[src/shared/tg_pkg.sv]
// Package for the serial link transmit traffic generator
package tg_pkg;

	// Lane count and bus widths
	localparam int LANES       = 1;
	localparam int DATA_W      = 64 * LANES;
	localparam int STRB_W      = LANES;
	localparam int BYTES       = DATA_W / 8;

	// Counter widths and reset values
	localparam int          CNT_W          = 8;
	localparam logic [7:0]  FRAME_SIZE_INIT = 8'h00;
	localparam logic [7:0]  MSG_SIZE_INIT   = 8'h00;
	localparam logic [7:0]  MSG_SIZE_MAX    = 8'hFF;
	localparam logic [15:0] DATA_SEED       = 16'hABE0;
	localparam logic [15:0] FLOW_SEED       = 16'h1D5A;
	localparam logic [7:0]  MSG_GAP_DEFAULT = 8'h10;

	// Frame state machine, one-hot
	typedef enum logic [2:0]
	{
		FR_IDLE = 3'b001,
		FR_BODY = 3'b010,
		FR_DONE = 3'b100
	} tg_frame_state_type;

	// Flow message state machine, one-hot
	typedef enum logic [3:0]
	{
		FL_GAP  = 4'b0001,
		FL_REQ  = 4'b0010,
		FL_DATA = 4'b0100,
		FL_NEXT = 4'b1000
	} tg_flow_state_type;

	// Main transmit stream beat
	typedef struct packed
	{
		logic [DATA_W-1:0] data;
		logic [STRB_W-1:0] strobe;
		logic              last;
		logic              valid;
	} tg_stream_type;

	// Flow message channel towards the core
	typedef struct packed
	{
		logic              request;
		logic [7:0]        size;
		logic [DATA_W-1:0] payload;
		logic              valid;
	} tg_flow_type;

endpackage

[src/tg_traffic_generator.sv]
// Transmit traffic generator for framed, streaming and flow message traffic
`timescale 1ns/1ps
// What this block does
// - After reset and channel up, send LFSR words
// - Frame end from size and sent-byte counters
// - Frame size starts fixed, grows per frame
// - Byte strobe taken from low LFSR bits
// - Data state moves only on ready
// - Frame lengths vary, single-beat frames included
// - Data bus is 64 bits per lane
// - Strobe meaningful only with end marker
// - Beat taken only when valid and ready
// - Streaming drops delimiters, new word per ready
// - Streaming valid held high after one idle cycle
// - Raise flow request after channel up
// - Message size from zero up to 255
// - Flow valid after request, data on ready
// - Gap between messages set by parameter
// - Message never longer than 256 bytes
// - Flow data taken when valid and ready
// - Final beat uses leftmost needed bytes only
// - Dropped flow valid makes core insert idles
module tg_traffic_generator
#(
	parameter bit         STREAMING = 1'b0,
	parameter logic [7:0] MSG_GAP   = tg_pkg::MSG_GAP_DEFAULT
)
(
	// Clock and reset
	input  wire logic                      clock,
	input  wire logic                      rst,
	input  wire logic                      link_reset_n,
	input  wire logic                      channel_up,
	// Main transmit stream
	output tg_pkg::tg_stream_type          tx_stream,
	input  wire logic                      tx_stream_ready,
	// Flow message channel
	output tg_pkg::tg_flow_type            flow,
	input  wire logic                      user_flow_msg_ready
);

	// ************************************************************
	// Common run condition
	// ************************************************************
	logic run;

	assign run = !rst && link_reset_n && channel_up;

	// ************************************************************
	// Shared functions
	// ************************************************************

	// Taps chosen so that successive words do not repeat for a long run
	function automatic logic [15:0] lfsr_step(input logic [15:0] v);
		lfsr_step = {v[14:0], v[15] ^ v[14] ^ v[12] ^ v[3]};
	endfunction

	function automatic logic [tg_pkg::DATA_W-1:0] widen(input logic [15:0] v);
		widen = {tg_pkg::DATA_W/16{v}};
	endfunction

	// ************************************************************
	// Main stream state
	// ************************************************************
	tg_pkg::tg_frame_state_type fr_q, fr_d;
	logic [15:0] data_lfsr_q, data_lfsr_d;
	logic [7:0]  frame_size_q, frame_size_d;
	logic [7:0]  bytes_sent_q, bytes_sent_d;
	logic        accept;
	logic        end_beat;
	logic [8:0]  bytes_after;

	assign accept      = tx_stream.valid && tx_stream_ready;
	assign bytes_after = {1'b0, bytes_sent_q} + 9'(tg_pkg::BYTES);
	// Size counter in bytes; a size below one bus word yields a one-beat frame
	assign end_beat    = bytes_after > {1'b0, frame_size_q};

	always_comb
	begin
		fr_d          = fr_q;
		data_lfsr_d   = data_lfsr_q;
		frame_size_d  = frame_size_q;
		bytes_sent_d  = bytes_sent_q;
		if (!run)
		begin
			fr_d         = tg_pkg::FR_IDLE;
			data_lfsr_d  = tg_pkg::DATA_SEED;
			frame_size_d = tg_pkg::FRAME_SIZE_INIT;
			bytes_sent_d = 8'h00;
		end
		else
		begin
			unique case (fr_q)
				tg_pkg::FR_IDLE:
				begin
					fr_d = tg_pkg::FR_BODY;
				end
				tg_pkg::FR_BODY:
				begin
					if (accept)
					begin
						data_lfsr_d = lfsr_step(data_lfsr_q);
						if (!STREAMING && end_beat)
						begin
							fr_d         = tg_pkg::FR_DONE;
							bytes_sent_d = 8'h00;
						end
						else if (!STREAMING)
						begin
							bytes_sent_d = bytes_after[7:0];
						end
					end
				end
				tg_pkg::FR_DONE:
				begin
					frame_size_d = frame_size_q + 8'h01;
					fr_d         = tg_pkg::FR_BODY;
				end
			endcase
		end
	end

	// ************************************************************
	// Main stream registers
	// ************************************************************

	always_ff @(posedge clock)
	begin
		fr_q         <= fr_d;
		data_lfsr_q  <= data_lfsr_d;
		frame_size_q <= frame_size_d;
		bytes_sent_q <= bytes_sent_d;
	end

	// ************************************************************
	// Main stream outputs
	// ************************************************************

	always_comb
	begin
		tx_stream.data   = widen(data_lfsr_q);
		tx_stream.valid  = 1'b0;
		tx_stream.last   = 1'b0;
		tx_stream.strobe = '0;
		unique case (fr_q)
			tg_pkg::FR_BODY:
			begin
				tx_stream.valid = 1'b1;
				if (!STREAMING && end_beat)
				begin
					tx_stream.last   = 1'b1;
					// Strobe only driven with the end marker, low bits pick byte count
					tx_stream.strobe = data_lfsr_q[tg_pkg::STRB_W-1:0];
				end
			end
			tg_pkg::FR_IDLE,
			tg_pkg::FR_DONE:
			begin
				// Idle and gap cycles present nothing to the core
				tx_stream.valid = 1'b0;
			end
		endcase
	end

	// ************************************************************
	// Flow message state
	// ************************************************************
	tg_pkg::tg_flow_state_type fl_q, fl_d;
	logic [7:0]  gap_q, gap_d;
	logic [7:0]  msg_size_q, msg_size_d;
	logic [8:0]  msg_left_q, msg_left_d;
	logic [15:0] flow_lfsr_q, flow_lfsr_d;
	logic        flow_take;

	assign flow_take = flow.valid && user_flow_msg_ready;

	always_comb
	begin
		fl_d        = fl_q;
		gap_d       = gap_q;
		msg_size_d  = msg_size_q;
		msg_left_d  = msg_left_q;
		flow_lfsr_d = flow_lfsr_q;
		if (!run)
		begin
			fl_d        = tg_pkg::FL_GAP;
			gap_d       = MSG_GAP;
			msg_size_d  = tg_pkg::MSG_SIZE_INIT;
			msg_left_d  = 9'h000;
			flow_lfsr_d = tg_pkg::FLOW_SEED;
		end
		else
		begin
			unique case (fl_q)
				tg_pkg::FL_GAP:
				begin
					if (gap_q == 8'h00)
					begin
						fl_d = tg_pkg::FL_REQ;
					end
					else
					begin
						gap_d = gap_q - 8'h01;
					end
				end
				tg_pkg::FL_REQ:
				begin
					// Size field is bytes minus one, so at most 256 bytes go out
					msg_left_d = {1'b0, msg_size_q} + 9'h001;
					fl_d       = tg_pkg::FL_DATA;
				end
				tg_pkg::FL_DATA:
				begin
					if (flow_take)
					begin
						flow_lfsr_d = lfsr_step(flow_lfsr_q);
						// Last beat may carry fewer bytes; core uses leftmost ones
						if (msg_left_q <= 9'(tg_pkg::BYTES))
						begin
							fl_d = tg_pkg::FL_NEXT;
						end
						else
						begin
							msg_left_d = msg_left_q - 9'(tg_pkg::BYTES);
						end
					end
				end
				tg_pkg::FL_NEXT:
				begin
					// Size saturates so the byte count never passes 256
					if (msg_size_q != tg_pkg::MSG_SIZE_MAX)
					begin
						msg_size_d = msg_size_q + 8'h01;
					end
					gap_d = MSG_GAP;
					fl_d  = tg_pkg::FL_GAP;
				end
			endcase
		end
	end

	// ************************************************************
	// Flow message registers
	// ************************************************************

	always_ff @(posedge clock)
	begin
		fl_q        <= fl_d;
		gap_q       <= gap_d;
		msg_size_q  <= msg_size_d;
		msg_left_q  <= msg_left_d;
		flow_lfsr_q <= flow_lfsr_d;
	end

	// ************************************************************
	// Flow message outputs
	// ************************************************************

	// Valid held steady during data, so the core never has to insert idles
	always_comb
	begin
		flow.size    = msg_size_q;
		flow.payload = widen(flow_lfsr_q);
		flow.request = 1'b0;
		flow.valid   = 1'b0;
		unique case (fl_q)
			tg_pkg::FL_REQ:
			begin
				flow.request = 1'b1;
			end
			tg_pkg::FL_DATA:
			begin
				flow.valid = 1'b1;
			end
			tg_pkg::FL_GAP,
			tg_pkg::FL_NEXT:
			begin
				// Between messages the channel stays quiet
				flow.valid = 1'b0;
			end
		endcase
	end

endmodule

[config.mk]
export PLATFORM = sky130hd
export DESIGN_NAME = tg_traffic_generator
export DESIGN_NICKNAME = d
export VERILOG_FILES = /design/src/shared/tg_pkg.sv /design/src/tg_traffic_generator.sv
export SDC_FILE = /design/constraint.sdc
export NUM_CORES = 1
export LEC_CHECK = 0
export BUFFER_PORTS_ARGS = -buffer_cell sky130_fd_sc_hd__buf_2
export CORE_UTILIZATION = 37
export CTS_CLUSTER_SIZE = 14
export DETAILED_ROUTE_END_ITERATION = 6
export HOLD_SLACK_MARGIN = 0.15
export PLACE_DENSITY = 0.66
export SLEW_MARGIN = 20
export SYNTH_ARGS = -nofsm -noshare
export SYNTH_HDL_FRONTEND = slang
export SYNTH_SLANG_ARGS = --single-unit
[constraint.sdc]
create_clock -name clock -period 2.35 [get_ports clock]
set_clock_uncertainty 0.15 [all_clocks]
set_input_delay 0.3525 -clock clock [delete_from_list [all_inputs] [get_ports clock]]
set_output_delay 0.3525 -clock clock [all_outputs]
set_load 0.1 [all_outputs]
==> results.py <==
metrics = {
    "route": {
        "antenna_left": 0,
        "routedWlPerCell_um": 12.85,
        "firstDrtPassIters": 6,
        "totalWireLength_mm": 9.665,
        "drcViolationCount": 0,
        "vias": 3699,
        "drtIter0Drc": 244,
        "vias_per_cell": 4.919,
    },
    "final_layout": {
        "multiInputGateArea_sq_um": 2001,
        "n_antenna_cell": 0,
        "drive_above_1_share_pct": 36.12,
        "seqCellArea_sq_um": 1555,
        "final_nets": 621,
        "area_growth_syn_to_layout_pct": 17.56,
        "n_fill_cell": 1124,
        "layout_commonest_cell": "buf_2",
        "final_cell_mix": "143 x buf_2, 83 x nand2_1, 72 x dfxtp_1",
    },
    "synth": {
        "synth_edf_count": 0,
        "synth.avg_cell_area_sq_um": 8.128,
        "synthSimpleGateAreaFrac_pct": 23.81,
        "ys_ff_latch": 77,
        "ys_async_sr_fraction_pct": 0,
        "synth_ff_type": "dfxtp_1",
        "synth_compound_area_share_pct": 10.06,
        "netlist_area_sq_um": 4340,
        "ys_warn_count": 0,
        "synth_xor_area_share_pct": 6.659,
        "synth.net_count": 551,
        "syn_inst": 534,
        "muxShareOfSynthArea_pct": 0.4612,
        "synth_fa_ha_area_share_pct": 3.171,
        "synth_top_family_by_area": "simple AND/OR/NAND/NOR gates",
        "ys_types": 54,
        "yosysSeqAreaShare_pct": 35.51,
    },
    "worst_hold_path": {
        "min_to": "data_lfsr_q[13]",
        "min-delay-start": "rst",
        "hold_class": "input pin to flop",
        "hold_depth": 4,
    },
    "worst_setup_path": {
        "criticalPathCategory": "flop to output port",
        "worst-r2r-cell-count": 9,
        "worst_ep_arrival_time_ps": 2330,
        "crit_path_start_kind": "flop",
        "ff2ff_setup_slack_ps": 130,
        "required_ps": 1850,
        "crit_fanout": 4,
        "crit_path_end_kind": "output port",
        "rr_startpoint": "bytes_sent_q[3]",
        "crit-reg2reg-capture": "fr_q[2]",
    },
    "outcome": {
        "violations": "negative setup slack",
        "status": "finished, violations left",
    },
    "floorplanning": {
        "io_pins": 147,
        "coreArea_sq_um": 11420,
        "die_w_um": 110.3,
        "start_util_pct": 38.01,
        "die_y_um": 110.3,
        "die_area_sq_um": 12170,
        "rows": 39,
    },
    "power_and_ir_drop": {
        "p_per_area_nw_per_um2": 552.2,
        "p_leak_nw": 2.175,
        "total_power_mw": 2.818,
        "ir_worst_vdd_mv": 0.4018,
    },
    "grt": {
        "grt_pass1_wl_mm": 15.01,
        "grt_pass1_vias": 3093,
        "antenna_found_initial": 0,
        "grt_max_degree": 23,
        "overflow": 0,
        "grt_usage_pct": 16.11,
    },
    "clock_tree": {
        "clk_path_buf_depth": 2,
        "clkTransAtPathRegs_ps": 60,
        "cts_sinks": 77,
        "cts_root_buffer": "clkbuf_16",
        "cts_tree": "built",
        "cts_inserted_buffers": 9,
        "clkLatencyLatePin_ps": 340,
        "htreeDepth": 3,
    },
    "place": {
        "hpwl_mm": 7.078,
        "gp_congestion": 0.8440,
        "io_buffer_count": 146,
    },
    "sta": {
        "finalCritPeriodShare_pct": 120.5,
        "drv_slew": 0,
        "min_period_ps": 2832,
        "setup_slack_ps": -482.4,
        "finalHoldViolCount": 0,
        "worst_pin_slew_ps": 493.6,
        "totalNegativeSetupSlack_ps": -951.7,
        "finalSetupViolations": 2,
        "fin_hold_ws_ps": 282.5,
        "max_clock_freq_ghz": 0.3531,
        "rsz0062_at_grt": "yes",
        "max_slew_margin_pct": 67.32,
    },
    "run": {
        "cap_violations": 0,
    },
}
## power breakdown
part	switching (mW)	internal (mW)	total, mW
clock	0.553	0.847	1.40
combinational	0.0680	0.0331	0.101
sequential	0.00711	1.31	1.32
## worst max-delay path by stage
stage                     from      endpoint  slack, ps  cells past startpoint
2_1_floorplan  bytes_sent_q[3]  tx_stream[2]       -120                      7
3_3_place_gp   bytes_sent_q[4]  tx_stream[2]       -130                      9
3_5_place_dp   bytes_sent_q[4]  tx_stream[2]       -220                      9
4_1_cts        bytes_sent_q[3]  tx_stream[2]       -510                      9
5_1_grt        bytes_sent_q[4]  tx_stream[2]       -580                      9
6_report       bytes_sent_q[3]  tx_stream[2]       -480                      9
## sequential cells by signal (all words and copies together), names as in the netlist
| name | flops |
|---|---|
| flow_lfsr_q | 16 |
| data_lfsr_q | 16 |
| msg_size_q | 8 |
| bytes_sent_q | 5 |
| fl_q | 4 |
| fr_q | 3 |
| frame_size_q | 8 |
| gap_q | 8 |
| msg_left_q | 9 |
## timing repair
item,CTS,global route
hold endpoints to repair,1,0
setup buffers,1,1
gates resized for setup,8,3
setup endpoints to repair,3,3
pin swaps,2,2
hold buffers,1,0
## per-stage QoR
step | setup WS (ps) | utilization (%) | instance area (sq um) | cells
final | -482.4 | 44.69 | 5102 | 752
after global routing | -580.3 | 44.69 | 5102 | 752
after CTS | -514.7 | 44.54 | 5086 | 751
after detailed placement | -224.8 | 41.45 | 4733 | 733
after global placement | -129.3 | 41.45 | 4733 | 733
after floorplan | -118.3 | - | 4403 | 534
## worst max-delay path: stages (launching register included)
cell,delay [ps]
dfxtp_4,370
ha_4,150
nand3_4,80
xnor2_2,150
ha_1,290
nor2b_2,160
o32ai_2,310
o21ai_2,120
and3_4,190
buf_12,160
## kinds of logic after synthesis
family | Yosys count
XOR/XNOR | 33
multiplexers | 2
AND/OR/NAND/NOR | 213
buffers and inverters | 133
flip-flops | 77
adder cells (fa/ha/maj) | 11
AO/OA/AOI/OAI | 65
## cell usage after synthesis (all sizes together), types with 2 or more instances
cell type | n | area, sq um
nor2 | 42 | 157.7
and3 | 5 | 31.28
o211ai | 2 | 15.01
clkbuf | 10 | 37.54
nor3b | 6 | 50.05
xnor2 | 20 | 175.2
a31oi | 2 | 12.51
nand2 | 84 | 322.8
inv | 18 | 67.57
nand4 | 6 | 37.54
or4b | 3 | 33.78
or2 | 2 | 12.52
xor2 | 13 | 113.9
nand3 | 32 | 160.2
and2 | 4 | 25.02
nor4 | 4 | 25.02
nand2b | 6 | 37.54
nand3b | 2 | 15.01
o21ai | 15 | 75.07
a211oi | 9 | 72.57
mux2i | 2 | 20.02
dfxtp | 77 | 1541
nor4b | 2 | 17.52
nor3 | 8 | 50.05
ha | 11 | 137.6
or4 | 2 | 15.01
a32o | 2 | 20.02
a21oi | 27 | 138.9
buf | 105 | 777.0
## cell type report
class / instances / area share [%]
clock buffer: 10 / 4.684
clock inverter: 6 / 1.226
inverter: 18 / 1.373
multi-input combinational: 324 / 39.21
sequential: 77 / 30.48
tap: 143 / 3.507
timing repair buffer: 174 / 19.52
## routing by layer
metal	global-route usage, %	share of wire [%]
met5	0	0
met2	28.79	51
met3	4.174	5.1
met1	18.57	43
met4	5.357	0.62
No activity file was read; power rests on OpenSTA's default activity.
